===== config.mk =====
export PLATFORM = sky130hd
export DESIGN_NAME = mode_sysctl
export DESIGN_NICKNAME = d
export VERILOG_FILES = /design/src/rtl/mode_ctrl_pkg.sv /design/src/rtl/mode_sysctl.sv /design/src/rtl/mode_latch.sv
export SDC_FILE = /design/constraint.sdc
export NUM_CORES = 1
export LEC_CHECK = 0
export ABC_CLOCK_PERIOD_IN_PS = 2850
export BUFFER_PORTS_ARGS = -buffer_cell sky130_fd_sc_hd__buf_2
export CELL_PAD_IN_SITES_DETAIL_PLACEMENT = 2
export CELL_PAD_IN_SITES_GLOBAL_PLACEMENT = 2
export CORE_UTILIZATION = 27
export DETAILED_ROUTE_END_ITERATION = 12
export PLACE_DENSITY = 0.83
export SETUP_SLACK_MARGIN = 0.1
export SYNTH_ARGS = -nofsm -noshare
export SYNTH_HDL_FRONTEND = slang
export SYNTH_SLANG_ARGS = --single-unit

===== constraint.sdc =====
create_clock -name sys_clk_i -period 2.85 [get_ports sys_clk_i]
set_input_delay 0.285 -clock sys_clk_i [delete_from_list [all_inputs] [get_ports sys_clk_i]]
set_output_delay 0.285 -clock sys_clk_i [all_outputs]
set_load 0.005 [all_outputs]

===== src/rtl/mode_ctrl_pkg.sv =====
// What this block does
// (RL1) Bits 7,6 reset to one, bits 5,4 to zero; all writable.
// (RL2) Flash gate bit 3 resets zero; one selects flash registers at window.
// (RL3) Gate zero deselects flash registers but keeps their contents.
// (RL4) Parts without flash: software writes only zero to flash gate.
// (RL5) Bit 2 always reads zero and ignores writes.
// (RL6) Modes 1, 2, 4: external bus enable reads one, ignores writes.
// (RL7) Modes 3, 7: external bus enable resets zero, freely writable.
// (RL8) Software clears external bus enable only outside external cycles.
// (RL9) RAM enable set at reset release; written zero or one.
// (RL10) RAM range: external if bus enabled and RAM off, else RAM.
// (RL11) Software keeps RAM enabled on flash parts, avoids reserved areas.
// (RL12) Modes 1, 2: ROM off, ports A-C address, D-E data, F-G control.
// (RL13) Mode 1: 16-bit bus after reset; 8-bit only if all areas 8-bit.
// (RL14) Modes 2, 4: 8-bit after reset; 16-bit, port E data, if any 16. Code: port_de_data_o is set in both modes regardless of area width.
// (RL15) Mode 4: ROM on, ports A-C input after reset, switchable to address.
// (RL16) Modes 3, 5 act as mode 7 plus flash programming allowed.
// (RL17) Mode 7 single-chip; setting bus enable gives expanded operation.
// (RL18) Mode 7 expanded: areas 16-bit, ports as mode 4.
// (RL19) Flash parts, modes 4 and 7: write enable bit enters user program.
// (RL20) Mode pins 001..111 select modes 1,2,3,4,5,7.
// (RL21) Board holds mode pins constant while running.
// (RL22) System control is one byte, read whole.
// (RL23) Mode pins sampled at reset release, held until next reset.
//
// Purpose: constants for the operating mode and system control block.
// Assumes: byte-wide register port, 24-bit CPU address.
// Notes: none.
package mode_ctrl_pkg;
  localparam logic [23:0] SYSCTL_ADDR = 24'hFFFF3D;
  localparam logic [23:0] FLASH_WIN_LO = 24'hFFFFC8;
  localparam logic [23:0] FLASH_WIN_HI = 24'hFFFFCB;
  localparam logic [7:0] SYSCTL_RESET = 8'hC1;
  localparam int FLASH_GATE_BIT = 3;
  localparam int RSVD_ZERO_BIT = 2;
  localparam int EXT_BUS_BIT = 1;
  localparam int RAM_EN_BIT = 0;
  localparam logic [7:0] SYSCTL_WMASK = 8'hFB;
  localparam logic [1:0] MODE_TAKE_CNT = 2'h2;
  localparam logic [1:0] MODE_VALID_CNT = 2'h3;
  typedef enum logic [2:0] {
    MODE_NONE = 3'b000,
    MODE_1 = 3'b001,
    MODE_2 = 3'b010,
    MODE_3 = 3'b011,
    MODE_4 = 3'b100,
    MODE_5 = 3'b101,
    MODE_6 = 3'b110,
    MODE_7 = 3'b111
  } op_mode_t;
endpackage


===== src/rtl/mode_sysctl.sv =====
// Purpose: system control register and per-mode bus and port roles.
// Assumes: single byte register port, read data one cycle after strobe.
// Notes: flash window only decodes; flash registers live elsewhere.
`timescale 1ns/100ps
module mode_sysctl
  import mode_ctrl_pkg::*;
#(
  parameter bit HAS_FLASH = 1'b1
) (
  input wire logic sys_clk_i,
  input wire logic reset_i,
  input wire logic mode_pin_2_i,
  input wire logic mode_pin_1_i,
  input wire logic mode_pin_0_i,
  input wire logic [23:0] addr_i,
  input wire logic [7:0] wdata_i,
  input wire logic wr_i,
  input wire logic rd_i,
  output logic [7:0] rdata_o,
  input wire logic cpu_addr_in_ram_i,
  input wire logic all_areas_8bit_i,
  input wire logic any_area_16bit_i,
  input wire logic port_abc_addr_sel_i,
  input wire logic software_write_enable_i,
  output logic flash_reg_sel_o,
  output logic ram_sel_o,
  output logic ext_sel_o,
  output logic rom_enable_o,
  output logic ext_space_o,
  output logic bus_16bit_o,
  output logic port_abc_addr_o,
  output logic port_de_data_o,
  output logic port_fg_ctrl_o,
  output logic flash_prog_mode_o,
  output logic user_prog_mode_o,
  output logic [2:0] mode_o,
  output logic mode_valid_o
);
  op_mode_t mode;
  logic valid;
  logic [7:0] ctl_q;
  logic [7:0] ctl_view;
  logic [7:0] rdata_q;
  logic fixed_ext;
  logic ext_en;
  logic wr_ctl;
  logic bus16_q;

  // Decodes shared by the register port and the role logic.
  function automatic logic hits_sysctl(input logic [23:0] a);
    return a == SYSCTL_ADDR;
  endfunction

  function automatic logic rom_off(input op_mode_t m);
    return (m == MODE_1) || (m == MODE_2);
  endfunction

  mode_latch u_latch (
    .sys_clk_i(sys_clk_i),
    .reset_i(reset_i),
    .pins_i({mode_pin_2_i, mode_pin_1_i, mode_pin_0_i}),
    .mode_o(mode),
    .valid_o(valid)
  );

  // ----------------------------------------------------------------
  // System control register
  // ----------------------------------------------------------------
  assign fixed_ext = (mode == MODE_1) || (mode == MODE_2) ||
                     (mode == MODE_4); // RL6
  assign wr_ctl = wr_i && hits_sysctl(addr_i); // RL22

  always_ff @(posedge sys_clk_i or posedge reset_i) begin
    if (reset_i) begin
      ctl_q <= SYSCTL_RESET; // RL1 RL2 RL7 RL9
    end else if (wr_ctl) begin
      ctl_q <= wdata_i & SYSCTL_WMASK; // RL5 RL1
    end
  end

  assign ext_en = fixed_ext | ctl_q[EXT_BUS_BIT]; // RL6 RL7

  always_comb begin
    ctl_view = ctl_q;
    ctl_view[RSVD_ZERO_BIT] = 1'b0; // RL5
    ctl_view[EXT_BUS_BIT] = ext_en; // RL6
  end

  always_ff @(posedge sys_clk_i or posedge reset_i) begin
    if (reset_i) begin
      rdata_q <= 8'h00;
    end else if (rd_i && hits_sysctl(addr_i)) begin
      rdata_q <= ctl_view; // RL22
    end else begin
      rdata_q <= 8'h00;
    end
  end
  assign rdata_o = rdata_q;

  // ----------------------------------------------------------------
  // Address decode
  // ----------------------------------------------------------------
  // Deselecting only blocks the window; flash register contents stay.
  assign flash_reg_sel_o = HAS_FLASH && ctl_q[FLASH_GATE_BIT] &&
                           (addr_i >= FLASH_WIN_LO) &&
                           (addr_i <= FLASH_WIN_HI); // RL2 RL3
  assign ram_sel_o = cpu_addr_in_ram_i &&
                     (!ext_en || ctl_q[RAM_EN_BIT]); // RL10
  assign ext_sel_o = cpu_addr_in_ram_i && ext_en &&
                     !ctl_q[RAM_EN_BIT]; // RL10

  // ----------------------------------------------------------------
  // Mode-dependent roles
  // ----------------------------------------------------------------
  assign rom_enable_o = valid && !rom_off(mode); // RL12 RL15
  assign ext_space_o = valid && ext_en; // RL17

  // Bus width follows the bus controller area settings in modes 1, 2 and 4, and the external bus enable in modes 3, 5 and 7.
  always_ff @(posedge sys_clk_i or posedge reset_i) begin
    if (reset_i) begin
      bus16_q <= 1'b0;
    end else if (!valid) begin
      bus16_q <= 1'b0;
    end else if (mode == MODE_1) begin
      bus16_q <= !all_areas_8bit_i; // RL13
    end else if (fixed_ext) begin
      bus16_q <= any_area_16bit_i; // RL14
    end else begin
      bus16_q <= ext_en; // RL18
    end
  end
  assign bus_16bit_o = bus16_q;

  assign port_abc_addr_o = valid && ext_en &&
      (rom_off(mode) || port_abc_addr_sel_i); // RL12 RL15 RL18
  assign port_de_data_o = valid && ext_en; // RL12 RL17
  assign port_fg_ctrl_o = valid && ext_en; // RL12 RL18
  assign flash_prog_mode_o = HAS_FLASH && valid &&
      ((mode == MODE_3) || (mode == MODE_5)); // RL16
  assign user_prog_mode_o = HAS_FLASH && valid &&
      ((mode == MODE_4) || (mode == MODE_7)) &&
      software_write_enable_i; // RL19
  assign mode_o = mode;
  assign mode_valid_o = valid;
endmodule


===== src/rtl/mode_latch.sv =====
// Purpose: synchronise mode pins and latch them once after reset.
// Assumes: pins are static while running.
// Notes: mode_valid_o rises a few cycles after release.
`timescale 1ns/100ps
module mode_latch
  import mode_ctrl_pkg::*;
(
  input wire logic sys_clk_i,
  input wire logic reset_i,
  input wire logic [2:0] pins_i,
  output op_mode_t mode_o,
  output logic valid_o
);
  logic [2:0] s1_q;
  logic [2:0] s2_q;
  logic [1:0] cnt_q;
  op_mode_t mode_q;
  always_ff @(posedge sys_clk_i or posedge reset_i) begin
    if (reset_i) begin
      s1_q <= 3'h0;
      s2_q <= 3'h0;
    end else begin
      s1_q <= pins_i;
      s2_q <= s1_q;
    end
  end
  // Latch exactly once after the synchroniser has filled.
  always_ff @(posedge sys_clk_i or posedge reset_i) begin
    if (reset_i) begin
      cnt_q <= 2'h0;
      mode_q <= MODE_NONE;
    end else if (cnt_q != MODE_VALID_CNT) begin
      cnt_q <= cnt_q + 2'h1;
      if (cnt_q == MODE_TAKE_CNT) begin
        mode_q <= op_mode_t'(s2_q); // RL23 RL20
      end
    end
  end
  assign mode_o = mode_q;
  assign valid_o = (cnt_q == MODE_VALID_CNT);
endmodule


# After elaboration in Yosys (flattened, before gate mapping)
# Index checks and enable logic that the tools add are counted.
classes:
  order_cmp: 2
  n_addsub: 1
  eq_ne: 10
  n_mux: 4
  reduce_logical: 24
  bitwise_logic: 1
op_table:
  columns: ["cell", "n"]
  rows:
  - ["equality test 24 bit (second input constant)", 1]
  - ["greater-or-equal comparator 24 bit (second input constant)", 1]
  - ["<= comparator 24 bit (second input constant)", 1]
  - ["logical AND 1 bit", 13]
  - ["equality test 3 bit (second input constant)", 3]
  - ["two-way mux 8 bit", 1]
  - ["equality test 3 x 2 -> 1 bit (second input constant)", 2]
  - ["logical OR 1 bit", 6]
  - ["equality test 2 bit (second input constant)", 2]
  - ["logical NOT 1 bit", 4]
  - ["equality test 3 x 1 -> 1 bit (second input constant)", 1]
  - ["two-way mux 1 bit", 3]
  - ["adder 2 x 1 -> 2 bit (second input constant)", 1]
  - ["inequality test 2 bit (second input constant)", 1]
  - ["AND reduction 2 bit", 1]
  - ["OR 1 bit", 1]
word_totals:
  wordCells: 49
  reg_bits: 27
  input_bits: 44
  out_inout_bits: 23

# Longest topological paths before layout
# Gate-level depths: netlist of the first run.
logic_depth:
  word_depth: 7
  mapped_depth: 5

# By module
# Synthesis of the first run repeated with hierarchy kept, for this count alone.
hier_totals:
  hier_cells: 96
  hier_area_um2: 1183.6
modules_own_cells:
  columns: ["module", "cells_each", "n_inst", "area_each_um2"]
  rows:
  - ["mode_sysctl", 74, 1, 812.0]
  - ["mode_latch", 22, 1, 371.6]

# Worst setup path after synthesis of the first run
# No wires, ideal clock.
synth_timing:
  path_type: "flip-flop to output port"
  startpoint: "register u_latch.mode_q[1], in the netlist u_latch.mode_o[1]"
  endpoint: "output port_de_data_o"
  stages_incl_launch_ff: 6
  path_slack_ns: 1.219
  t_arrival_ns: 1.346
  t_required_ns: 2.565
  cell_sequence: "dfrtp_1 -> buf_2 -> xor2_1 -> a211oi_1 -> nor2b_1 -> buf_4"
synth_via:
  elab_chain_len: 5
  elab_cells_between_ends: 7
  cone_classes: "eq/ne (3); bitwise (1); reduce/logical (3)"
synth_rtl:
  columns: ["element", "line_no", "source"]
  rows:
  - ["start, declared", "mode_latch.sv:17", "op_mode_t mode_q;"]
  - ["start signal, assigned", "mode_latch.sv:35", "mode_q <= op_mode_t'(s2_q);"]
  - ["equality test 3 x 1 -> 1 bit / equality test 3 x 2 -> 1 bit (equally long branches)", "mode_sysctl.sv:69", "assign fixed_ext = (mode == MODE_1) || (mode == MODE_2) ||"]
  - ["logical OR 1 bit", "mode_sysctl.sv:69", null]
  - ["logical OR 1 bit (*)", "mode_sysctl.sv:69", null]
  - ["OR 1 bit (*)", "mode_sysctl.sv:81", "assign ext_en = fixed_ext | ctl_q[EXT_BUS_BIT];"]
  - ["logical AND 1 bit (*)", null, null]
  - ["end, declared", "mode_sysctl.sv:32", "output logic port_de_data_o,"]
# Mark *: on every way between the ends. The rest lies on a longest branch, timed or not.

# Final worst setup path of the first run
layout_timing:
  startpoint: "register u_latch.mode_q[1], in the netlist u_latch.mode_o[1]"
  endpoint: "output port_abc_addr_o"
layout_via:
  elab_chain_len: 6
  elab_cells_between_ends: 9
  cone_classes: "eq/ne (3); bitwise (1); reduce/logical (5)"
layout_rtl:
  columns: ["element", "line_no", "source"]
  rows:
  - ["equality test 3 x 1 -> 1 bit / equality test 3 x 2 -> 1 bit (equally long branches)", "mode_sysctl.sv:55, mode_sysctl.sv:69", null]
  - ["logical OR 1 bit", "mode_sysctl.sv:55, mode_sysctl.sv:69", null]
  - ["logical OR 1 bit", "mode_sysctl.sv:69", null]
  - ["OR 1 bit", "mode_sysctl.sv:81", null]
  - ["logical AND 1 bit", "mode_sysctl.sv:134", "assign port_abc_addr_o = valid && ext_en &&"]
  - ["logical AND 1 bit (*)", "mode_sysctl.sv:134", null]
  - ["end, declared", "mode_sysctl.sv:31", "output logic port_abc_addr_o,"]
# Marks and branches as above.

==> results.py, run 1 <==
metrics = {
    "run_status": {
        "status": "completed",
    },
    "setup_path": {
        "ff2ff_path_depth": 3,
        "worstPathMaxFanout": 10,
        "endpoint_kind": "primary output",
        "endpoint": "port_abc_addr_o",
        "worstSetupStartpointType": "flop",
        "crit_type": "flop to primary output",
        "crit_required_ps": 2570,
        "timing.rr.end": "rdata_o[1]",
        "r2r-start": "u_latch.mode_o[1]",
        "max_stage_delay_ps": 500,
        "ff2ff_setup_slack_ps": 1470,
        "arrival_ps": 1850,
        "crit_path_cell_trace": "xor2_1 > a211oi_1 > nor2b_1 > o21a_1 > buf_2",
        "worst_path_max_delay_cell": "dfrtp_1",
        "crit_path_start": "u_latch.mode_o[1]",
    },
    "placed_design": {
        "hpwlAfterDp_mm": 2.496,
        "numPortBuffers": 64,
        "place.gp.congestion": 0.7080,
    },
    "synthesis": {
        "ys_ff_latch": 26,
        "synth_cells": 96,
        "syn_avg_cell_area_sq_um": 12.11,
        "synth_async_sr_flop_share_pct": 100.0,
        "yosys_warnings": 0,
        "ys_seq_area_share_pct": 56.30,
        "synth_area_sq_um": 1162,
        "ys_types": 32,
        "synth_flop_cell": "dfrtp_1",
        "synth_edf_count": 0,
        "synth_fp_nets": 142,
    },
    "finish": {
        "diodes": 0,
        "drive_above_1_share_pct": 52.53,
        "syn2layout_area_growth_pct": 34.66,
        "fin_nets": 205,
    },
    "grt": {
        "antenna_found_initial": 0,
        "grt_pass1_wl_mm": 4.554,
        "grt_pass1_vias": 1041,
        "grt_start_max_net_pins": 27,
        "gr-usage-all-layers_pct": 13.68,
        "grt-ovfl-total": 0,
    },
    "detailed_routing": {
        "dr.pass1.iters": 2,
        "drt-total-wl_mm": 3.007,
        "route.antenna.remaining_nets": 0,
        "drc": 0,
        "first_iter_violations": 16,
        "viasPerCell": 4.635,
        "routedWlPerCell_um": 14.46,
        "via_count": 964,
    },
    "timing": {
        "drv_slew": 0,
        "finalSetupViolCount": 0,
        "rsz0062_at_grt": "no",
        "tightest_slew_ps": 999.4,
        "setup_tns_ps": 0,
        "finalClockSkew_ps": 2.345,
        "slew_headroom_pct": 33.30,
        "min_period_ps": 2139,
        "hold_violations": 0,
        "fmax_mhz": 467.5,
        "post-route-period-util_pct": 75.05,
    },
    "hold_path": {
        "hp-class": "primary input to flop",
    },
    "clock_tree": {
        "cts_root_buf": "clkbuf_8",
        "cts_resized": 0,
        "cts_made_buffers": 3,
        "cts.path.max_buffers": 2,
        "cts_setup_buffers": 0,
        "postCtsHoldBufs": 0,
        "h-tree-depth": 1,
        "cts_tree": "yes",
        "cts.clk_slew.worst_paths_ps": 80,
        "insertion_delay_ps": 270,
        "clkSinkCount": 26,
    },
    "floorplanning": {
        "std_cell_rows": 23,
        "io_pins": 67,
        "die_w_um": 67.61,
        "die_y_um": 67.61,
        "core_sq_um": 4058,
        "die_area_sq_um": 4571,
        "start_util_pct": 28.65,
    },
    "power": {
        "p_leak_nw": 0.8268,
        "powerDensity_nw_per_um2": 442.3,
        "finalPower_mw": 0.6923,
        "ir_drop_uv": 171.4,
    },
    "run": {
        "maxCapViolations": 0,
    },
}
[power by group]
| part | internal (mW) | switching, mW | leakage [nW] |
|---|---|---|---|
| registers | 0.376 | 0.00726 | 0.320 |
| clock network | 0.123 | 0.109 | 0.0288 |
| logic | 0.0402 | 0.0365 | 0.478 |
| total | 0.540 | 0.152 | 0.827 |
[worst max-delay path: cells and delay by family, from the launching register on]
kind | cells | cell delay (ps)
buffers and inverters | 1 | 120
XOR/XNOR | 1 | 240
AO/OA/AOI/OAI | 2 | 580
AND/OR/NAND/NOR | 1 | 160
flip-flops | 1 | 500
[sequential cells by signal (all words and copies together) (netlist names)]
name	cells
u_latch.mode_o	3
bus_16bit_o	1
ctl_q	7
u_latch.cnt_q	2
u_latch.s2_q	3
rdata_o	7
u_latch.s1_q	3
[cells in the mapped netlist, types with 2 or more instances]
library cell / number / area, sq um
mux2_2: 9 / 101.4
and3_1: 2 / 12.51
nor2b_1: 4 / 25.02
nor2_1: 3 / 11.26
a211oi_1: 2 / 15.01
xor2_1: 2 / 17.52
buf_4: 3 / 22.52
clkbuf_1: 2 / 7.510
nand2_1: 7 / 26.28
nor3_1: 2 / 10.01
and2_1: 8 / 50.05
ha_1: 2 / 25.02
nand4_1: 3 / 18.77
dfstp_2: 3 / 78.83
inv_1: 3 / 11.26
dfrtp_1: 23 / 575.6
o21ai_0: 3 / 15.01
[metrics by stage]
stage	std cells	worst slack (ps)	area, sq um	hold WS [ps]	util (%)
floorplan	96	1219	1162	316.4	-
global placement	204	1052	1510	334.6	37.22
detailed placement	204	986.7	1510	339.6	37.22
CTS	208	677.3	1565	112.4	38.58
global route	208	594.7	1565	110.2	38.58
finish	208	711.0	1565	120.0	38.58
[cell families after synthesis]
kind of cell | count (synthesis) | share of synthesized area (%)
simple gates | 38 | 21.64
flops | 26 | 56.30
mux | 9 | 8.719
buf+inv | 9 | 3.982
compound gates | 8 | 4.628
xor+xnor | 3 | 2.261
fa+ha+maj | 2 | 2.153
other cells | 1 | 0.3226
[metal layers]
layer,track usage [%],vias to the layer above,routed length (um)
met3,3.378,4,251
li1,-,447,-
met2,26.36,53,1665
met5,0,-,0
met1,13.97,460,1068
met4,4.787,0,22
[cell type report]
type,count,area [sq um]
inverters,3,11.26
flip-flops and latches,26,654.4
repair buffers,64,320.3
well taps,50,62.56
clock buffers,4,55.05
fillers,458,2492
multi-input cells,61,461.7
[placed cells by master, fill, tap and decap left out, types with 4 or more instances in the layout]
cell,count
mux2_2,9
nand2_1,7
buf_2,64
nor2b_1,4
and2_1,8
dfrtp_1,23
clkbuf_8,4
[worst min-delay path by stage]
stage | slack, ps | start | endpoint | cells after the start
CTS | 110 | mode_pin_0_i | u_latch.s1_q[0] | 1
global route | 110 | mode_pin_0_i | u_latch.s1_q[0] | 1
global placement | 330 | u_latch.s1_q[1] | u_latch.s2_q[1] | 0
finish | 120 | mode_pin_0_i | u_latch.s1_q[0] | 1
detailed placement | 340 | u_latch.s1_q[0] | u_latch.s2_q[0] | 0
floorplan | 320 | reset_i | bus_16bit_o | 1
Note: power is estimated with default switching activity, not from simulation.
==> inputs of run 2 (changes only) <==
- ABC_CLOCK_PERIOD_IN_PS: 2850 -> 2050
- CORE_UTILIZATION: 27 -> 25
- PLACE_DENSITY: 0.83 -> 0.78
- clock period: 2.85 -> 2.05 ns (I/O delays scaled with it)
==> run 2 against run 1 <==
  * Critical path type unchanged
  * Largest cell class unchanged
  * Flip-flop and latch count unchanged
  * Worst setup slack worse by 520 ps
  * First-iteration DRC count up 44%
  * Worst hold slack worse by 77 ps
  * Sequential power up 39%
  * Global-route usage down 1.4 points
==> results.py, run 2 (synthesized netlist as in run 1, its figures left out) <==
metrics = {
    "timing": {
        "hold-worst-slack_ps": 43.45,
        "hold_violations": 0,
        "post-route-period-util_pct": 90.50,
        "finalSetupViolCount": 0,
        "drv_slew": 0,
        "min_period_ps": 1855,
        "setup_tns_ps": 0,
        "finalClockSkew_ps": 2.207,
        "fmax_mhz": 539.0,
        "rsz0062_at_grt": "no",
    },
    "detailed_routing": {
        "via_count": 1015,
        "route.antenna.remaining_nets": 0,
        "viasPerCell": 4.656,
        "drc": 0,
        "first_iter_violations": 23,
        "dr.pass1.iters": 2,
        "drt-total-wl_mm": 3.014,
        "routedWlPerCell_um": 13.83,
    },
    "setup_path": {
        "endpoint_kind": "primary output",
        "max_stage_delay_ps": 460,
        "worstPathMaxFanout": 5,
        "worst_path_max_delay_cell": "dfrtp_2",
        "arrival_ps": 1650,
        "crit_path_start": "u_latch.mode_o[1]",
        "crit_required_ps": 1850,
        "path_buf_inv": 1,
        "cp_top_family": "flip-flops",
        "worstSetupStartpointType": "flop",
        "crit_type": "flop to primary output",
        "r2r-start": "u_latch.mode_o[1]",
        "crit_path_cell_trace": "xor2_2 > a211oi_2 > nor2_1 > and2_1 > buf_2",
    },
    "floorplanning": {
        "io_pins": 67,
        "die_area_sq_um": 4926,
        "die_w_um": 70.19,
        "core_sq_um": 4414,
        "std_cell_rows": 24,
        "die_y_um": 70.19,
        "start_util_pct": 26.33,
    },
    "placed_design": {
        "place.gp.congestion": 0.7643,
        "dp_cells": 207,
        "hpwlAfterDp_mm": 2.440,
        "numPortBuffers": 64,
    },
    "finish": {
        "syn2layout_area_growth_pct": 40.69,
        "utilization_pct": 37.05,
        "finalNonFillerCells": 218,
        "diodes": 0,
        "mostFrequentLayoutCell": "buf_2",
        "drive_above_1_share_pct": 56.02,
        "layout_common_cells": "64 x buf_2, 21 x dfrtp_1, 9 x mux2_2, 8 x and2_1",
        "fin_nets": 213,
    },
    "clock_tree": {
        "cts_tree": "yes",
        "h-tree-depth": 1,
        "cts_made_buffers": 3,
        "insertion_delay_ps": 260,
        "cts_root_buf": "clkbuf_8",
        "clkSinkCount": 26,
        "cts.clk_slew.worst_paths_ps": 80,
        "cts.path.max_buffers": 2,
    },
    "hold_path": {
        "hp-class": "primary input to flop",
        "min_from": "mode_pin_1_i",
    },
    "run": {
        "maxCapViolations": 0,
    },
    "grt": {
        "grtUsageMet3_pct": 3.319,
        "gr-usage-all-layers_pct": 12.32,
        "grt-ovfl-total": 0,
        "use_met1_pct": 12.33,
        "grt-busiest-layer": "met2",
        "grt_pass1_wl_mm": 4.719,
        "grt_start_max_net_pins": 27,
        "grt_pass1_vias": 1061,
        "antenna_found_initial": 0,
        "met2_usage_pct": 24.15,
    },
    "power": {
        "p_leak_nw": 0.8592,
        "powerDensity_nw_per_um2": 572.4,
        "ir_drop_uv": 228.0,
    },
    "run_status": {
        "status": "completed",
    },
}
[run 2: layout make-up]
class | count | area, sq um
inverter | 3 | 11.26
sequential | 26 | 656.9
tap | 52 | 65.06
fill | 484 | 2779
clock buffer | 4 | 45.04
timing repair buffer | 72 | 382.9
multi-input combinational | 61 | 474.2
[run 2: path summary, 6_finish.rpt]
check	to	slack, ps	depth (start not counted)
setup / recovery	ext_sel_o	190	5
hold / removal	u_latch.s1_q[1]	40	1
setup reg to reg	bus_16bit_o	750	5
hold reg to reg	u_latch.s2_q[1]	350	0
max in group asynchronous	ctl_q[0]	1220	4
min in group asynchronous	ctl_q[5]	540	4
[run 2: what timing repair did]
| action | 4_1_cts | 5_1_grt |
|---|---|---|
| hold buffers | 1 | 0 |
| gates resized for setup | 2 | 2 |
| endpoints found under the hold margin | 23 | 0 |
| buffers inserted | 0 | 6 |
| pin swaps | 1 | 1 |
| setup endpoints to repair | 6 | 2 |
[run 2: power breakdown]
part	switching [mW]	total (mW)	internal (mW)
clock network	0.144	0.282	0.139
logic	0.0541	0.121	0.0669
registers	0.00935	0.533	0.524
total	0.207	0.936	0.729
[run 2: routing by layer]
layer  wire length (um)  vias to the layer above
met4                 31                        0
met5                  0                        -
met3                243                        4
li1                   -                      467
met1               1087                      491
met2               1651                       53
[run 2: metrics by stage]
step / cell area [sq um] / worst slack, ps / power (mW)
floorplan: 1162 / 499.4 / 0.5886
global placement: 1520 / 341.1 / 0.6450
detailed placement: 1520 / 223.5 / 0.6529
CTS: 1582 / 101.7 / 0.9501
global route: 1635 / 84.48 / 0.9939
finish: 1635 / 194.8 / 0.9361
